==> config.mk <==
export PLATFORM = sky130hd
export DESIGN_NAME = lep_host
export DESIGN_NICKNAME = d
export VERILOG_FILES = /design/src/verilog/lep_sync.v /design/src/verilog/lep_host.v
export VERILOG_INCLUDE_DIRS = /design/src /design/src/verilog
export SDC_FILE = /design/constraint.sdc
export NUM_CORES = 1
export LEC_CHECK = 0
export ABC_AREA = 1
export BUFFER_PORTS_ARGS = -buffer_cell sky130_fd_sc_hd__buf_2
export CELL_PAD_IN_SITES_DETAIL_PLACEMENT = 1
export CELL_PAD_IN_SITES_GLOBAL_PLACEMENT = 2
export CORE_MARGIN = 4
export CORE_UTILIZATION = 31
export CTS_CLUSTER_SIZE = 8
export DETAILED_ROUTE_END_ITERATION = 8
export PLACE_DENSITY = 0.84
export SLEW_MARGIN = 20
export SYNTH_ARGS = -nofsm -noshare
export SYNTH_HDL_FRONTEND = slang
export SYNTH_SLANG_ARGS = --single-unit
==> constraint.sdc <==
create_clock -name mclk -period 1.9 [get_ports mclk]
set_input_delay 0.38 -clock mclk [delete_from_list [all_inputs] [get_ports mclk]]
set_output_delay 0.38 -clock mclk [all_outputs]
set_load 0.01 [all_outputs]
==> src/verilog/lep_defines.vh <==
// Constants for the latched memory port host controller
// Overview of operation
// Device decodes seven modes from enables, strobe/supply, high-volt line, id select.
// Device latches low address byte; latched value addresses the array.
// Host presents low address before latch closes, then reuses lines for data.
// Device drives byte lines only with both enables low; else high impedance. Verify reads with chip enable high; the model drives then.
// Array is 32K locations of eight bits; each read returns one byte.
// Controller may program locations singly, in blocks, or in any order.
// Identification needs high-volt line raised with both enables low.
// Strobe pin carries programming supply in program, verify, inhibit modes.
// Programming takes data with chip enable low, output enable high.
// Latch closes on strobe fall and opens on strobe rise.
// Id select low gives maker byte, high gives device byte; odd parity.
// Chip enable high powers down the device; outputs high impedance. Verify holds chip enable high with supply on; outputs driven.
// Latch is transparent while programming; all address lines select.
// Host drops strobe after low address stable; turns lines after edge. The host drops strobe for reads only; program, verify and id keep it high.
`ifndef LEP_DEFINES_VH
`define LEP_DEFINES_VH
`define LEP_CLK_NS 8
`define LEP_ACC_NS 250
`define LEP_ACC_CYC ((`LEP_ACC_NS + `LEP_CLK_NS - 1) / `LEP_CLK_NS)
`define LEP_SU_NS 80
`define LEP_SU_CYC ((`LEP_SU_NS + `LEP_CLK_NS - 1) / `LEP_CLK_NS)
`define LEP_PULSE_US 100
`define LEP_PULSE_CYC (`LEP_PULSE_US * 1000 / `LEP_CLK_NS)
`define LEP_CNT_W 14
`define LEP_OP_READ 2'h0
`define LEP_OP_PROG 2'h1
`define LEP_OP_VERIFY 2'h2
`define LEP_OP_IDENT 2'h3
`endif

==> src/verilog/lep_sync.v <==
// Three-stage input synchroniser with agreement filter
`timescale 1ns/1ps
`default_nettype none
module lep_sync #(
  parameter W = 8
) (
  input wire mclk,
  input wire sys_rst,
  input wire [W-1:0] din,
  output reg [W-1:0] dout
);
  reg [W-1:0] s1_r;
  reg [W-1:0] s2_r;
  reg [W-1:0] s3_r;
  integer i;
  always @(posedge mclk) begin
    if (sys_rst) begin
      s1_r <= {W{1'b0}};
      s2_r <= {W{1'b0}};
      s3_r <= {W{1'b0}};
      dout <= {W{1'b0}};
    end else begin
      s1_r <= din;
      s2_r <= s1_r;
      s3_r <= s2_r;
      // Each bit changes only once stages two and three agree
      for (i = 0; i < W; i = i + 1) begin
        if (s2_r[i] == s3_r[i]) begin
          dout[i] <= s3_r[i];
        end
      end
    end
  end
endmodule // lep_sync
`default_nettype wire

==> src/verilog/lep_host.v <==
// Host controller driving the latched one-time programmable memory pins
`timescale 1ns/1ps
`default_nettype none
`include "lep_defines.vh"
module lep_host #(
  parameter PULSE_CYC = `LEP_PULSE_CYC
) (
  input wire mclk,
  input wire sys_rst,
  input wire req_valid,
  output wire req_ready,
  input wire [1:0] req_op,
  input wire [14:0] req_addr,
  input wire [7:0] req_wdata,
  output reg rsp_valid,
  output reg [7:0] rsp_rdata,
  output reg chip_en_n,
  output reg out_en_n,
  output reg latch_strobe,
  output reg prog_supply_en,
  output reg id_select_high_volt_line,
  output reg [14:8] address_hi,
  output reg [7:0] byte_lines_o,
  output reg byte_lines_oe,
  input wire [7:0] byte_lines_i
);
  // ------------------------------------------------------------
  // States
  // ------------------------------------------------------------
  localparam ST_IDLE = 3'h0;
  localparam ST_ADDR = 3'h1;
  localparam ST_LATCH = 3'h2;
  localparam ST_ACCESS = 3'h3;
  localparam ST_PULSE = 3'h4;
  localparam ST_DONE = 3'h5;

  // ------------------------------------------------------------
  // Timing counts
  // ------------------------------------------------------------
  // Loads are sized to the counter so no assignment drops bits
  localparam [`LEP_CNT_W-1:0] SU_LOAD = `LEP_SU_CYC;
  localparam [`LEP_CNT_W-1:0] ACC_LOAD = `LEP_ACC_CYC;
  // A pulse count beyond the counter's reach would wrap; the default
  // of one hundred microseconds still fits
  localparam [`LEP_CNT_W-1:0] PULSE_LOAD = PULSE_CYC;

  reg [2:0] st_r;
  reg [`LEP_CNT_W-1:0] cnt_r;
  reg [1:0] op_r;
  reg [7:0] wdata_r;
  wire [7:0] rd_sync;

  lep_sync #(.W(8)) u_sync (
    .mclk(mclk),
    .sys_rst(sys_rst),
    .din(byte_lines_i),
    .dout(rd_sync)
  );

  assign req_ready = (st_r == ST_IDLE);
  wire take = req_valid && req_ready;
  wire cnt_zero = (cnt_r == {`LEP_CNT_W{1'b0}});

  // ------------------------------------------------------------
  // Address presented on the pins
  // ------------------------------------------------------------
  // identification holds every line low but the byte select
  wire is_ident = (req_op == `LEP_OP_IDENT);
  wire [6:0] hi_pick = is_ident ? 7'h00 : req_addr[14:8];
  wire [7:0] lo_pick = is_ident ? {7'h00, req_addr[0]} : req_addr[7:0];
  // program and verify put the supply on the strobe pin
  wire needs_supply = (req_op == `LEP_OP_PROG) ||
                      (req_op == `LEP_OP_VERIFY);

  // ------------------------------------------------------------
  // Request capture
  // ------------------------------------------------------------
  // Captured once per request so a later change on the request
  // lines cannot alter an operation in flight
  always @(posedge mclk) begin
    if (sys_rst) begin
      op_r <= `LEP_OP_READ;
      wdata_r <= 8'h00;
    end else if (take) begin
      // any address order
      op_r <= req_op;
      wdata_r <= req_wdata;
    end
  end

  // ------------------------------------------------------------
  // Response
  // ------------------------------------------------------------
  // A read ends when the access count runs out; a program ends when
  // the pulse count runs out with chip enable still low
  wire read_end = (st_r == ST_ACCESS) && cnt_zero;
  wire prog_end = (st_r == ST_PULSE) && cnt_zero && !chip_en_n;

  always @(posedge mclk) begin
    if (sys_rst) begin
      rsp_valid <= 1'b0;
      rsp_rdata <= 8'h00;
    end else begin
      // One-cycle pulse; the byte stays until the next answer
      rsp_valid <= read_end || prog_end;
      if (read_end) begin
        // Synchroniser lag: the byte settled a few cycles earlier
        rsp_rdata <= rd_sync;
      end else if (prog_end) begin
        rsp_rdata <= wdata_r;
      end
    end
  end

  // ------------------------------------------------------------
  // Sequencer
  // ------------------------------------------------------------
  always @(posedge mclk) begin
    if (sys_rst) begin
      st_r <= ST_IDLE;
      cnt_r <= {`LEP_CNT_W{1'b0}};
      chip_en_n <= 1'b1;
      out_en_n <= 1'b1;
      latch_strobe <= 1'b1;
      prog_supply_en <= 1'b0;
      id_select_high_volt_line <= 1'b0;
      address_hi <= 7'h00;
      byte_lines_o <= 8'h00;
      byte_lines_oe <= 1'b0;
    end else begin
      case (st_r)
        ST_IDLE: begin
          // power down
          chip_en_n <= 1'b1;
          out_en_n <= 1'b1;
          latch_strobe <= 1'b1;
          prog_supply_en <= 1'b0;
          id_select_high_volt_line <= 1'b0;
          byte_lines_oe <= 1'b0;
          if (req_valid) begin
            address_hi <= hi_pick;
            byte_lines_o <= lo_pick;
            // shared lines carry address
            byte_lines_oe <= 1'b1;
            cnt_r <= SU_LOAD;
            st_r <= ST_ADDR;
            if (is_ident) begin
              // high volt line
              id_select_high_volt_line <= 1'b1;
            end
            // supply replaces strobe
            if (needs_supply) begin
              prog_supply_en <= 1'b1;
            end
          end
        end
        ST_ADDR: begin
          if (cnt_r != {`LEP_CNT_W{1'b0}}) begin
            cnt_r <= cnt_r - 1'b1;
          end else begin
            // strobe after address stable
            if (op_r == `LEP_OP_READ) begin
              // strobe fall captures
              latch_strobe <= 1'b0;
            end
            st_r <= ST_LATCH;
          end
        end
        ST_LATCH: begin
          cnt_r <= ACC_LOAD;
          if (op_r == `LEP_OP_PROG) begin
            // data in, latch transparent
            // Limitation: with shared lines the data byte is also the
            // low address of the location being programmed
            byte_lines_o <= wdata_r;
            chip_en_n <= 1'b1;
            out_en_n <= 1'b1;
            cnt_r <= SU_LOAD;
            st_r <= ST_PULSE;
          end else begin
            // release lines after edge; R4 device drives
            byte_lines_oe <= 1'b0;
            out_en_n <= 1'b0;
            // Verify reads with chip enable high
            chip_en_n <= (op_r == `LEP_OP_VERIFY);
            st_r <= ST_ACCESS;
          end
        end
        ST_ACCESS: begin
          if (cnt_r != {`LEP_CNT_W{1'b0}}) begin
            cnt_r <= cnt_r - 1'b1;
          end else begin
            st_r <= ST_DONE;
          end
        end
        ST_PULSE: begin
          if (cnt_r != {`LEP_CNT_W{1'b0}}) begin
            cnt_r <= cnt_r - 1'b1;
          end else if (chip_en_n) begin
            chip_en_n <= 1'b0;
            cnt_r <= PULSE_LOAD;
          end else begin
            chip_en_n <= 1'b1;
            st_r <= ST_DONE;
          end
        end
        ST_DONE: begin
          // Strobe rise reopens the latch
          latch_strobe <= 1'b1;
          chip_en_n <= 1'b1;
          out_en_n <= 1'b1;
          byte_lines_oe <= 1'b0;
          prog_supply_en <= 1'b0;
          id_select_high_volt_line <= 1'b0;
          st_r <= ST_IDLE;
        end
        default: begin
          st_r <= ST_IDLE;
        end
      endcase
    end
  end
endmodule // lep_host
`default_nettype wire

**Word-level counts from Yosys, hierarchy flattened**

Cells that the tools add are included.

- Logic and storage cells: 120
- Output and inout bits: 31
- Input bits: 36
- Flip-flop bits (word level): 89

- Eq/ne operators: 28
- Reduce and logical (&&, ||, !) cells: 28
- Multiplexer cells: 38
- $add $sub $neg: 1

Operators with widths:

| cell | count |
|---|---|
| $mux W14 | 4 |
| $pmux W14 S4 | 1 |
| $mux W8 | 5 |
| $mux W3 | 6 |
| $ne A2 B2 Y1 const B | 8 |
| $pmux W8 S2 | 1 |
| $pmux W3 S5 | 1 |
| $logic_not A14 Y1 | 1 |
| $reduce_bool A14 Y1 | 1 |
| $sub A14 B1 Y14 const B | 1 |
| $mux W1 | 12 |
| $reduce_bool A2 Y1 | 5 |
| $eq A1 B1 Y1 | 8 |
| $pmux W1 S2 | 4 |
| $mux W7 | 1 |
| $eq A2 B2 Y1 const B | 3 |
| $eq A3 B2 Y1 const B | 2 |
| $eq A3 B3 Y1 const B | 2 |
| $mux W6 | 1 |
| $pmux W1 S3 | 2 |
| $reduce_and A2 Y1 | 3 |
| $reduce_and A3 Y1 | 2 |
| $reduce_bool A3 Y1 | 2 |
| $reduce_and A5 Y1 | 1 |
| other kinds (12) | 18 |

**Longest topological paths before layout**

Gate-level depths: netlist of run 1.

- Depth after elaboration: 5
- Mapped depth: 12
- Mapped depth without buffers: 11

**By module**

A second synthesis of run 1 with hierarchy kept.

- Cells, all modules: 545
- Area total of the unflattened synthesis: 4058.9 um^2

By module, submodules not included:

| module | cells each | area each (um^2) | sequential area each (um^2) | times used |
|---|---|---|---|---|
| lep_host | 437 | 3088.0 | 1141.1 | 1 |
| lep_sync | 108 | 970.9 | 640.6 | 1 |

**Worst setup path after synthesis of run 1**

Ideal clock, no wire load.

- Path type: register to register
- Start point: register cnt_r[0]
- End point: register rsp_rdata[2]
- Data arrival time: 1334 ps
- Path buffers: 1
- Clock period less this slack: 1467 ps
- Slack: 433 ps
- Cell stages (with the launch flop): 13
- Required time: 1768 ps
- Setup time: 132 ps
- Path through: dfxtp_1 inv_1 ha_1 nand2_1 nor2_2 nand2_1 inv_2 buf_6 nand2_4 nand2_1 nand2_1 nand2_1 a21oi_1

- Longest elaborated chain between the ends: 4
- Elaborated cells on any way between the ends: 6
- Those cells by class: mux (1); reduce/logical (5)

Ends and longest elaborated chain:

| item | line | source |
|---|---|---|
| start, declared | lep_host.v:48 | `` reg [`LEP_CNT_W-1:0] cnt_r; `` |
| start signal, assigned | lep_host.v:121 | `` cnt_r <= {`LEP_CNT_W{1'b0}}; `` |
| start signal, assigned | lep_host.v:159 | `cnt_r <= cnt_r - 1'b1;` |
| start signal, assigned | lep_host.v:191 | `cnt_r <= cnt_r - 1'b1;` |
| $logic_not A14 Y1 (*) | lep_host.v:62 | `` wire cnt_zero = (cnt_r == {`LEP_CNT_W{1'b0}}); `` |
| $logic_and A1 B1 Y1 (2 in a row) | lep_host.v:97 | `wire prog_end = (st_r == ST_PULSE) && cnt_zero && !chip_en_n;` |
| $reduce_bool A2 Y1 (no line) | - |  |
| end signal, assigned | lep_host.v:108 | `rsp_rdata <= rd_sync;` |
| end signal, assigned | lep_host.v:110 | `rsp_rdata <= wdata_r;` |
| end, declared | lep_host.v:16 | `output reg [7:0] rsp_rdata,` |

Every way passes the cells marked *; elsewhere a longest branch is shown, timed or not.
A chain may end at the register's enable or synchronous reset.

**Worst setup path in the final report of run 1**

- Start point: register cnt_r[6]
- End point: register rsp_rdata[0]

The elaborated chain is that of the path after synthesis.

==> reports/qor.log, run 1 <==
INFO  placement      hpwlAfterDp=8.49mm
INFO  global_route   number_of_antenna_violations_at_the_first_check_in_global_routing=0
INFO  drt            detailedRoute.firstPassIterationCount=4
INFO  synth          synth_top_area_share=45.7%
INFO  critical_path  cpPeakStageDelay=350ps
INFO  sta            fin_worst_hold_slack=231ps
INFO  placement      placement.io_buffers=66
INFO  drt            detail-route-antenna-nets=0
INFO  die            design.die.area=14400µm²
INFO  die            fp.dieH=120µm
INFO  global_route   grt_first_pass_wirelength=18.7mm
INFO  drt            avgRoutedWirePerCell=14.1µm
INFO  cts            cts_buffer_depth=2
INFO  sta            slew_headroom=70.1%
INFO  global_route   total_global_routing_overflow=0
INFO  cells_and_area design.final.nets=662
INFO  cts            clk_pin_slew=70ps
INFO  critical_path  largest_driver_fanout_on_the_critical_path=9
INFO  cells_and_area cell_count_final_fillers_out=794
INFO  sta            fmax=575MHz
INFO  synth          synth_compound_gate_area_share=12.1%
INFO  outcome        result_of_the_run=finished, final reports clean
INFO  drt            drt_drc_violations_left=0
INFO  sta            report.final.slew_viol_count=0
INFO  die            top_level_ports=67
INFO  synth          synth-xor-area-share=0.898%
INFO  cts            cts_made_buffers=9
INFO  critical_path  crit_required=2170ps
INFO  cells_and_area insertedDiodeCount=0
INFO  synth          postSynthCellCount=549
INFO  cells_and_area final_design_area_no_fill=4780µm²
INFO  cts            clock_tree.htree_level_count=3
INFO  synth          ys_seq_area_share=45.7%
INFO  cts            cts.sink_count=89
INFO  global_route   number_of_global_route_vias_before_repair=3979
INFO  synth          ys_ff_latch=89
INFO  global_route   grt_max_degree=38
INFO  cells_and_area num-fill-cells=1562
INFO  pwr            vdd_drop_max=0.447mV
INFO  cts            holdBufCountCts=0
INFO  global_route   grt_use_total=16.1%
INFO  critical_path  setup.worst_path.start_class=flop
INFO  sta            post_route_setup_tns=0ps
INFO  synth          synth.top_cells.by_area=dfxtp_1 46%, nand2_1 12%, nor2_1 7.8%, nand3_1 6.5%, inv_1 5.4%
INFO  cells_and_area layout-area-overhead-vs-synth=22.6%
INFO  synth          post_synth_fa_ha_maj_area_fraction=1.60%
INFO  flow_run       drv.max_cap_violation_count=0
INFO  synth          yosys.cell_types.count=29
INFO  die            initial_core_util=32.1%
INFO  cells_and_area drive_above_1_share=20.3%
INFO  critical_path  cp_num_buf_inv=2
INFO  die            std_cell_rows=40
INFO  synth          yosys.area_share.simple=30.7%
INFO  critical_path  critical_path_arrival=2010ps
INFO  cts            clock_tree.root_cell=clkbuf_16
INFO  placement      gp_congestion=0.842
INFO  pwr            total_power_after_layout=7.67mW
INFO  critical_path  critical_path_class=reg -> reg
INFO  min_path       hold_class=in -> reg
INFO  die            core_area=12200µm²
INFO  critical_path  worst_path_max_delay_cell=dfxtp_1
INFO  critical_path  worst_path_dominant_cell_family=simple AND/OR/NAND/NOR gates
INFO  synth          synth_area_per_cell=7.11µm²
INFO  drt            first_iter_violations=116
INFO  critical_path  timing.critical_path.to_type=flop
INFO  die            die_w=120µm
INFO  sta            grt_setup_unrepaired=no
INFO  critical_path  path_cells=nor2_1, nand2_1, nor2_2, nand2_1, inv_2, buf_4, nand2_4, nand2_4, nand2_1, a21oi_1
INFO  min_path       whs_path_depth=3
INFO  pwr            cellLeakagePower=2.23nW
INFO  synth          syn-cell-area=3900µm²
INFO  placement      detailed_place.area=4430µm²
INFO  sta            finalClockSkew=7.79ps
INFO  sta            timing.final.crit_share=91.5%
INFO  drt            avgViaCountPerCell=4.74
INFO  sta            final.min_clock_period=1740ps
INFO  drt            final_routed_wirelength_across_all_metal_layers=11.2mm
INFO  sta            setup-violations-final=0
INFO  synth          ys.warnings.count=0
INFO  synth          mappedNetlistNets=590
INFO  synth          synth_top_cell_by_area=dfxtp_1
INFO  synth          main_combinational_cell_family_by_area_after_synthesis=simple AND/OR/NAND/NOR gates
INFO  placement      place.detailed.instances=776
INFO  sta            worst-slew-pin-transition=448ps
INFO  critical_path  crit_path_frequent_cell=nand2_1
INFO  sta            report.final.hold_viol_count=0
INFO  cts            cts_tree=built
INFO  synth          synth_mux_area_share=0%
INFO  drt            num_vias=3765
INFO  cts            clock_insertion_delay_worst_skew=350ps
INFO  critical_path  reg2regPathDepth=10
INFO  pwr            pwr_density_cell=1600nW/µm²
INFO  critical_path  cp.depth=10
## power breakdown
group | total (mW) | leakage, nW | switching (mW) | internal (mW)
clock | 1.97 | 0.157 | 0.768 | 1.20
combinational | 3.24 | 1.34 | 2.11 | 1.13
sequential | 2.46 | 0.729 | 0.282 | 2.18
total | 7.67 | 2.23 | 3.16 | 4.51
## per-layer routing
| metal | wire length [µm] | vias to the layer above | track usage (%) |
|---|---|---|---|
| li1 | - | 1894 | - |
| met1 | 5020 | 1786 | 19.9 |
| met2 | 5460 | 65 | 27.0 |
| met3 | 469 | 20 | 3.51 |
| met4 | 242 | 0 | 7.09 |
| met5 | 0 | - | 0 |
## worst reg2reg max path: cells and delay by family (launching register included)
kind	cells	cell delay, ps
AOI/OAI and AO/OA	1	130
buffers and inverters	2	250
DFF	1	350
and+or+nand+nor	7	940
## synth_stat cells (all sizes together)
library cell and instances:
a31oi 8, clkbuf 9, dfxtp 89, ha 5
o21ai 40, a21oi 38, nand2 131, xor2 1
nand3 52, or2 1, clkinv 2, buf 10
xnor2 3, inv 64, nor2 90, a32o 2
nand4 3, nor3 1
## per-stage QoR
step	utilization [%]	worst slack, ps
after global placement	36.4	151
after global routing	39.3	35.1
after detailed placement	36.4	99.8
after floorplan	-	433
final	39.3	161
after CTS	39.1	80.4
## path summary, 6_finish.rpt
kind	start	end	slack (ps)
min	byte_lines_i[5]	u_sync.s1_r[5]	230
max reg2reg	cnt_r[6]	rsp_rdata[0]	160
max	cnt_r[6]	rsp_rdata[0]	160
min reg2reg	u_sync.s1_r[0]	u_sync.s2_r[0]	400
## cells by family after synthesis
family | count (synthesis)
flops | 89
compound gates | 88
simple gates | 278
buf+inv | 85
fa+ha+maj | 5
xor+xnor | 4
## cell usage in the layout, fill, tap and decap left out, types with 3 or more instances in the layout
cell | netlist | routed
a21oi_1 | 37 | 37
a31oi_1 | 8 | 8
buf_2 | 3 | 66
buf_4 | 4 | 14
clkbuf_16 | 0 | 9
dfxtp_1 | 89 | 89
ha_1 | 5 | 5
inv_1 | 56 | 55
inv_2 | 8 | 9
nand2_1 | 125 | 124
nand2_2 | 4 | 4
nand2_4 | 2 | 3
nand3_1 | 51 | 51
nand4_1 | 3 | 3
nor2_1 | 81 | 79
nor2_2 | 4 | 6
nor2_4 | 5 | 5
o21ai_0 | 38 | 38
xnor2_1 | 3 | 3
## state kept, by name, indices dropped and copies added, names as in the netlist, 2 cells and up
signal and cells:
cnt_r 14, u_sync.s2_r 8, u_sync.dout 8, address_hi 7
u_sync.s1_r 8, rsp_rdata 8, byte_lines_o 8, op_r 2
st_r 3, wdata_r 8, u_sync.s3_r 8
## cell type report
type	instances	area [µm²]	area share, %
Clock buffer	11	243	5.08
Clock inverter	5	85.1	1.78
Inverter	66	248	5.18
Multi-Input combinational cell	375	1780	37.2
Sequential cell	89	1780	37.3
Tap cell	168	210	4.40
Timing Repair Buffer	80	435	9.11
## timing repair
item                                    in CTS  in global routing
endpoints found under the hold margin        0                  0
endpoints found under the setup margin       0                 21
buffers inserted                             0                  2
resized for setup                            0                  5
Power figures use the tool's default switching activity.
==> inputs of run 2 (changes only) <==
SETUP_SLACK_MARGIN = 0.3   (was default)
==> reports/qor.log, run 2 (synthesized netlist as in run 1, its figures left out) <==
INFO  global_route   number_of_antenna_violations_at_the_first_check_in_global_routing=0 [unchanged]
INFO  cts            clock_insertion_delay_worst_skew=350ps [about the same]
INFO  sta            post_route_setup_tns=0ps [unchanged]
INFO  critical_path  critical_path_class=reg -> out
INFO  critical_path  cpPeakStageDelay=350ps [about the same]
INFO  cells_and_area layout_commonest_cell=nand2_1
INFO  drt            first_iter_violations=133 [+15%]
INFO  min_path       hold_class=in -> reg
INFO  pwr            vdd_drop_max=0.457mV [+2.2%]
INFO  cells_and_area largest-register=cnt_r
INFO  critical_path  path_cells=nor2_4, nand2_2, inv_2, buf_2
INFO  drt            avgRoutedWirePerCell=14.7µm [+4.4%]
INFO  global_route   grt_first_pass_wirelength=18.8mm [+0.33%]
INFO  die            initial_core_util=32.1% [unchanged]
INFO  sta            setup-violations-final=0 [unchanged]
INFO  drt            avgViaCountPerCell=4.75 [+0.24%]
INFO  sta            report.final.hold_viol_count=0 [unchanged]
INFO  sta            fin_worst_hold_slack=232ps [+1.15 ps]
INFO  placement      detailed_place.area=4430µm² [unchanged]
INFO  drt            detail-route-antenna-nets=0 [unchanged]
INFO  cells_and_area design.final.nets=671 [+1.4%]
INFO  placement      gp_congestion=0.842 [unchanged]
INFO  cts            cts_made_buffers=9 [unchanged]
INFO  min_path       hold_start=byte_lines_i[5]
INFO  cells_and_area final_design_area_no_fill=5040µm² [+5.4%]
INFO  flow_run       drv.max_cap_violation_count=0 [unchanged]
INFO  cts            cts.sink_count=89 [unchanged]
INFO  cts            cts_tree=built
INFO  die            fp.dieH=120µm [unchanged]
INFO  cts            clock_tree.htree_level_count=3 [unchanged]
INFO  sta            slew_headroom=69.7% [-0.41 points]
INFO  placement      hpwlAfterDp=8.49mm [unchanged]
INFO  critical_path  largest_driver_fanout_on_the_critical_path=4 [-5]
INFO  sta            grt_setup_unrepaired=yes
INFO  placement      pre_cts_ws=99.8ps [unchanged]
INFO  sta            fmax=643MHz [+12%]
INFO  pwr            pwr_density_cell=1630nW/µm² [+1.8%]
INFO  drt            detailedRoute.firstPassIterationCount=4 [unchanged]
INFO  critical_path  critical_path_arrival=1180ps [-830 ps]
INFO  pwr            total_power_after_layout=8.23mW [+7.3%]
INFO  sta            report.final.slew_viol_count=0 [unchanged]
INFO  global_route   number_of_global_route_vias_before_repair=3981 [+0.050%]
INFO  drt            final_routed_wirelength_across_all_metal_layers=11.8mm [+5.6%]
INFO  cells_and_area most_frequent_cells_in_the_layout=117 x nand2_1, 81 x dfxtp_1, 71 x nor2_1, 66 x buf_2, 52 x inv_1
INFO  drt            num_vias=3817 [+1.4%]
INFO  drt            drt_drc_violations_left=0 [unchanged]
INFO  die            std_cell_rows=40 [unchanged]
INFO  die            core_area=12200µm² [unchanged]
INFO  die            design.die.area=14400µm² [unchanged]
INFO  critical_path  worstSetupStartpoint=st_r[0]
INFO  cells_and_area layout-area-overhead-vs-synth=29.2%
INFO  critical_path  worst_path_dominant_cell_family=flip-flops
INFO  sta            worst-slew-pin-transition=454ps [+6.10 ps]
INFO  critical_path  cp_num_buf_inv=2 [unchanged]
INFO  sta            setup_ws=344ps [+183 ps]
INFO  cts            clock_tree.root_cell=clkbuf_16
INFO  sta            timing.final.crit_share=81.9% [-9.6 points]
INFO  cts            cts_buffer_depth=2 [unchanged]
INFO  pwr            cellLeakagePower=2.31nW [+3.5%]
INFO  critical_path  reg2reg_from=cnt_r[0]
INFO  outcome        result_of_the_run=finished, final reports clean
INFO  critical_path  setup.worst_path.start_class=flop
INFO  global_route   total_global_routing_overflow=0 [unchanged]
INFO  die            die_w=120µm [unchanged]
INFO  critical_path  crit_required=1520ps [-650 ps]
INFO  global_route   grt_max_degree=38 [unchanged]
INFO  cells_and_area flip_flop_count_of_the_largest_register_after_layout=14 [unchanged]
INFO  sta            finalClockSkew=6.34ps [-1.45 ps]
INFO  critical_path  worst_path_max_delay_cell=dfxtp_2
INFO  die            top_level_ports=67 [unchanged]
INFO  critical_path  timing.critical_path.to_type=output port
INFO  sta            final.min_clock_period=1560ps [-183 ps]
INFO  cts            holdBufCountCts=0 [unchanged]
INFO  placement      placement.io_buffers=66 [unchanged]
INFO  global_route   grt_use_total=16.2% [+0.040 points]
INFO  cells_and_area drive_above_1_share=26.6% [+6.3 points]
INFO  cells_and_area insertedDiodeCount=0 [unchanged]
INFO  cts            clk_pin_slew=70ps [about the same]
-- run 2: path summary, 6_finish.rpt --
| path | cells after the start | to | slack (ps) |
|---|---|---|---|
| max reg2reg | 10 | cnt_r[8] | 360 |
| min reg2reg | 2 | u_sync.s2_r[0] | 400 |
| max | 4 | req_ready | 340 |
| min | 3 | u_sync.s1_r[5] | 230 |
-- run 2: metrics by stage --
stage | cells | utilization, %
floorplan | 549 | -
CTS | 793 | 39.6
global route | 803 | 41.4
detailed placement | 776 | 36.4
finish | 803 | 41.4
global placement | 776 | 36.4
-- run 2: repair_timing --
action                     in CTS  in global routing
pin swaps                       1                 12
buffers inserted                1                  8
resized for setup              21                 45
setup endpoints to repair      27                 34
gates cloned                    0                  2
-- run 2: final cells by class --
type | instances | area, µm²
well taps | 168 | 210
multi-input cells | 376 | 1940
flip-flops and latches | 89 | 1790
fillers | 1544 | 7120
clock inverters | 5 | 85.1
repair buffers | 87 | 504
repair inverters | 1 | 7.51
clock buffers | 11 | 243
inverters | 66 | 259
-- run 2: power breakdown --
group          internal [mW]  leakage (nW)  switching (mW)  total, mW
registers               2.19         0.732           0.321       2.51
logic                   1.34          1.42            2.41       3.74
clock network           1.20         0.157           0.775       1.97
-- run 2: metal layers --
layer	vias to the layer above	part of all wire [%]	GRT usage (%)
met4	0	2.0	6.59
met5	-	0	0
met3	21	3.1	3.46
li1	1908	-	-
met1	1832	46	19.9
met2	56	49	27.5
-- run 2: tightest hold or removal path, cell delays in order --
cell and delay, ps:
buf_2 70, inv_1 30, nor2_1 60
==> inputs of run 3 (changes only) <==
CORE_UTILIZATION = 28   (was 31)
PLACE_DENSITY = 0.8   (was 0.84)
clock period = 1.4 ns   (was 1.9 ns; I/O delays follow)
==> reports/qor.log, run 3 (synthesized netlist as in run 1, its figures left out) <==
INFO  cts            cts_made_buffers=9 [unchanged]
INFO  drt            num_vias=4484 [+17%]
INFO  cells_and_area insertedDiodeCount=0 [unchanged]
INFO  sta            report.final.hold_viol_count=0 [unchanged]
INFO  pwr            vdd_drop_max=0.805mV [+76%]
INFO  placement      place.detailed.instances=833 [+7.3%]
INFO  drt            avgViaCountPerCell=4.94 [+4.0%]
INFO  sta            timing.final.crit_share=118%
INFO  pwr            cellLeakagePower=3.03nW [+31%]
INFO  cells_and_area layout-area-overhead-vs-synth=75.0%
INFO  cts            clk_pin_slew=70ps [about the same]
INFO  sta            fmax=605MHz
INFO  critical_path  critical_path_arrival=1920ps [+740 ps]
INFO  critical_path  crit_required=1670ps [+150 ps]
INFO  cells_and_area layout_commonest_cell=nand2_1
INFO  min_path       hold_class=in -> reg
INFO  pwr            pwr_density_cell=2370nW/µm² [+45%]
INFO  cells_and_area final_design_area_no_fill=6830µm² [+35%]
INFO  sta            final.min_clock_period=1650ps
INFO  global_route   grt_first_pass_wirelength=23.0mm [+22%]
INFO  global_route   grt_use_total=17.9% [+1.7 points]
INFO  die            die_w=126µm [+4.9%]
INFO  placement      hpwlAfterDp=9.35mm [+10%]
INFO  sta            setup-violations-final=56 [+56]
INFO  sta            report.final.slew_viol_count=0 [unchanged]
INFO  sta            finalClockSkew=10.2ps [+3.84 ps]
INFO  placement      gp_congestion=0.809 [-3.8%]
INFO  placement      detailed_place.area=4950µm² [+12%]
INFO  sta            worst-slew-pin-transition=409ps [-45.0 ps]
INFO  drt            detail-route-antenna-nets=0 [unchanged]
INFO  critical_path  timing.critical_path.to_type=flop
INFO  global_route   total_global_routing_overflow=0 [unchanged]
INFO  drt            drt_drc_violations_left=0 [unchanged]
INFO  drt            avgRoutedWirePerCell=19.2µm [+30%]
INFO  sta            grt_setup_unrepaired=yes
INFO  cts            cts_buffer_depth=2 [unchanged]
INFO  critical_path  setup.worst_path.start_class=flop
INFO  outcome        result_of_the_run=complete, but fails checks
INFO  cts            holdBufCountCts=0 [unchanged]
INFO  cells_and_area num-fill-cells=1576 [+2.1%]
INFO  cts            clock_tree.root_cell=clkbuf_16
INFO  drt            detailedRoute.firstPassIterationCount=4 [unchanged]
INFO  cells_and_area flip_flop_count_of_the_largest_register_after_layout=14 [unchanged]
INFO  die            top_level_ports=67 [unchanged]
INFO  sta            setup_ws=-252ps [-596 ps]
INFO  flow_run       drv.max_cap_violation_count=0 [unchanged]
INFO  cts            cts.sink_count=89 [unchanged]
INFO  die            design.die.area=15900µm² [+10%]
INFO  cells_and_area design.final.nets=767 [+14%]
INFO  die            fp.dieH=126µm [+4.9%]
INFO  cts            cts_tree=built
INFO  global_route   number_of_global_route_vias_before_repair=4503 [+13%]
INFO  cells_and_area largest-register=cnt_r
INFO  cells_and_area drive_above_1_share=55.8% [+29 points]
INFO  cts            clock_insertion_delay_worst_skew=350ps [about the same]
INFO  pwr            total_power_after_layout=16.2mW [+97%]
INFO  placement      placement.io_buffers=66 [unchanged]
INFO  drt            first_iter_violations=213 [+60%]
INFO  die            core_area=13500µm² [+11%]
INFO  placement      pre_cts_ws=-195ps [-295 ps]
INFO  cells_and_area most_frequent_cells_in_the_layout=85 x nand2_1, 80 x buf_4, 51 x nor2_1, 50 x dfxtp_1
INFO  die            std_cell_rows=42 [+5.0%]
INFO  cells_and_area cell_count_final_fillers_out=907 [+13%]
INFO  critical_path  largest_driver_fanout_on_the_critical_path=8 [+4]
INFO  sta            slew_headroom=72.7% [+3.0 points]
INFO  global_route   grt_max_degree=38 [unchanged]
INFO  sta            fin_worst_hold_slack=131ps [-101 ps]
INFO  die            initial_core_util=29.0% [-3.1 points]
INFO  cts            clock_tree.htree_level_count=3 [unchanged]
INFO  outcome        failed_checks=setup timing
INFO  drt            final_routed_wirelength_across_all_metal_layers=17.4mm [+47%]
INFO  critical_path  critical_path_class=reg -> reg
INFO  global_route   number_of_antenna_violations_at_the_first_check_in_global_routing=0 [unchanged]
## run 3: path summary, 6_finish.rpt
path,from,endpoint,slack [ps],depth (start not counted)
min,byte_lines_i[0],u_sync.s1_r[0],130,3
max reg2reg,cnt_r[6],rsp_rdata[5],-250,10
max,cnt_r[6],rsp_rdata[5],-250,10
min reg2reg,u_sync.s1_r[4],u_sync.s2_r[4],400,2
## run 3: critical path: stages, from the launching register on
cell,delay [ps]
dfxtp_2,340
nor2_2,170
nand2_4,90
nor2_4,180
nand2_4,100
inv_6,100
buf_12,130
nand3_4,90
nand2_8,110
nand2_1,90
a21oi_1,150
## run 3: report_power, final
part           internal [mW]  switching, mW
combinational           4.66           5.46
sequential              3.02          0.427
clock                   1.50           1.11
## run 3: per-stage QoR
stage                     util (%)  TNS, ps
after detailed placement      36.8    -3730
final                         50.7    -7680
after CTS                     44.6    -3130
after floorplan                  -        0
after global placement        36.8    -2330
after global routing          50.7   -11030
## run 3: final cells by class
cell class,instances,area [µm²],area share (%)
repair buffers,181,1640,24.0
flip-flops and latches,89,1840,27.0
clock buffers,11,253,3.70
multi-input cells,377,2500,36.6
well taps,176,220,3.23
repair inverters,2,13.8,0.202
clock inverters,5,61.3,0.898
inverters,66,300,4.40
## run 3: repair_timing
action	4_1_cts	5_1_grt
pin swaps	32	49
setup endpoints to repair	82	85
gates cloned	5	3
gates resized for setup	159	145
buffers inserted	20	30
## run 3: routing by layer
metal,vias to the layer above,track usage (%),share of wire [%]
met5,-,0,0
met4,0,4.61,2.7
met3,42,4.57,4.3
met2,114,31.6,53
met1,2223,21.5,40
li1,2105,-,-
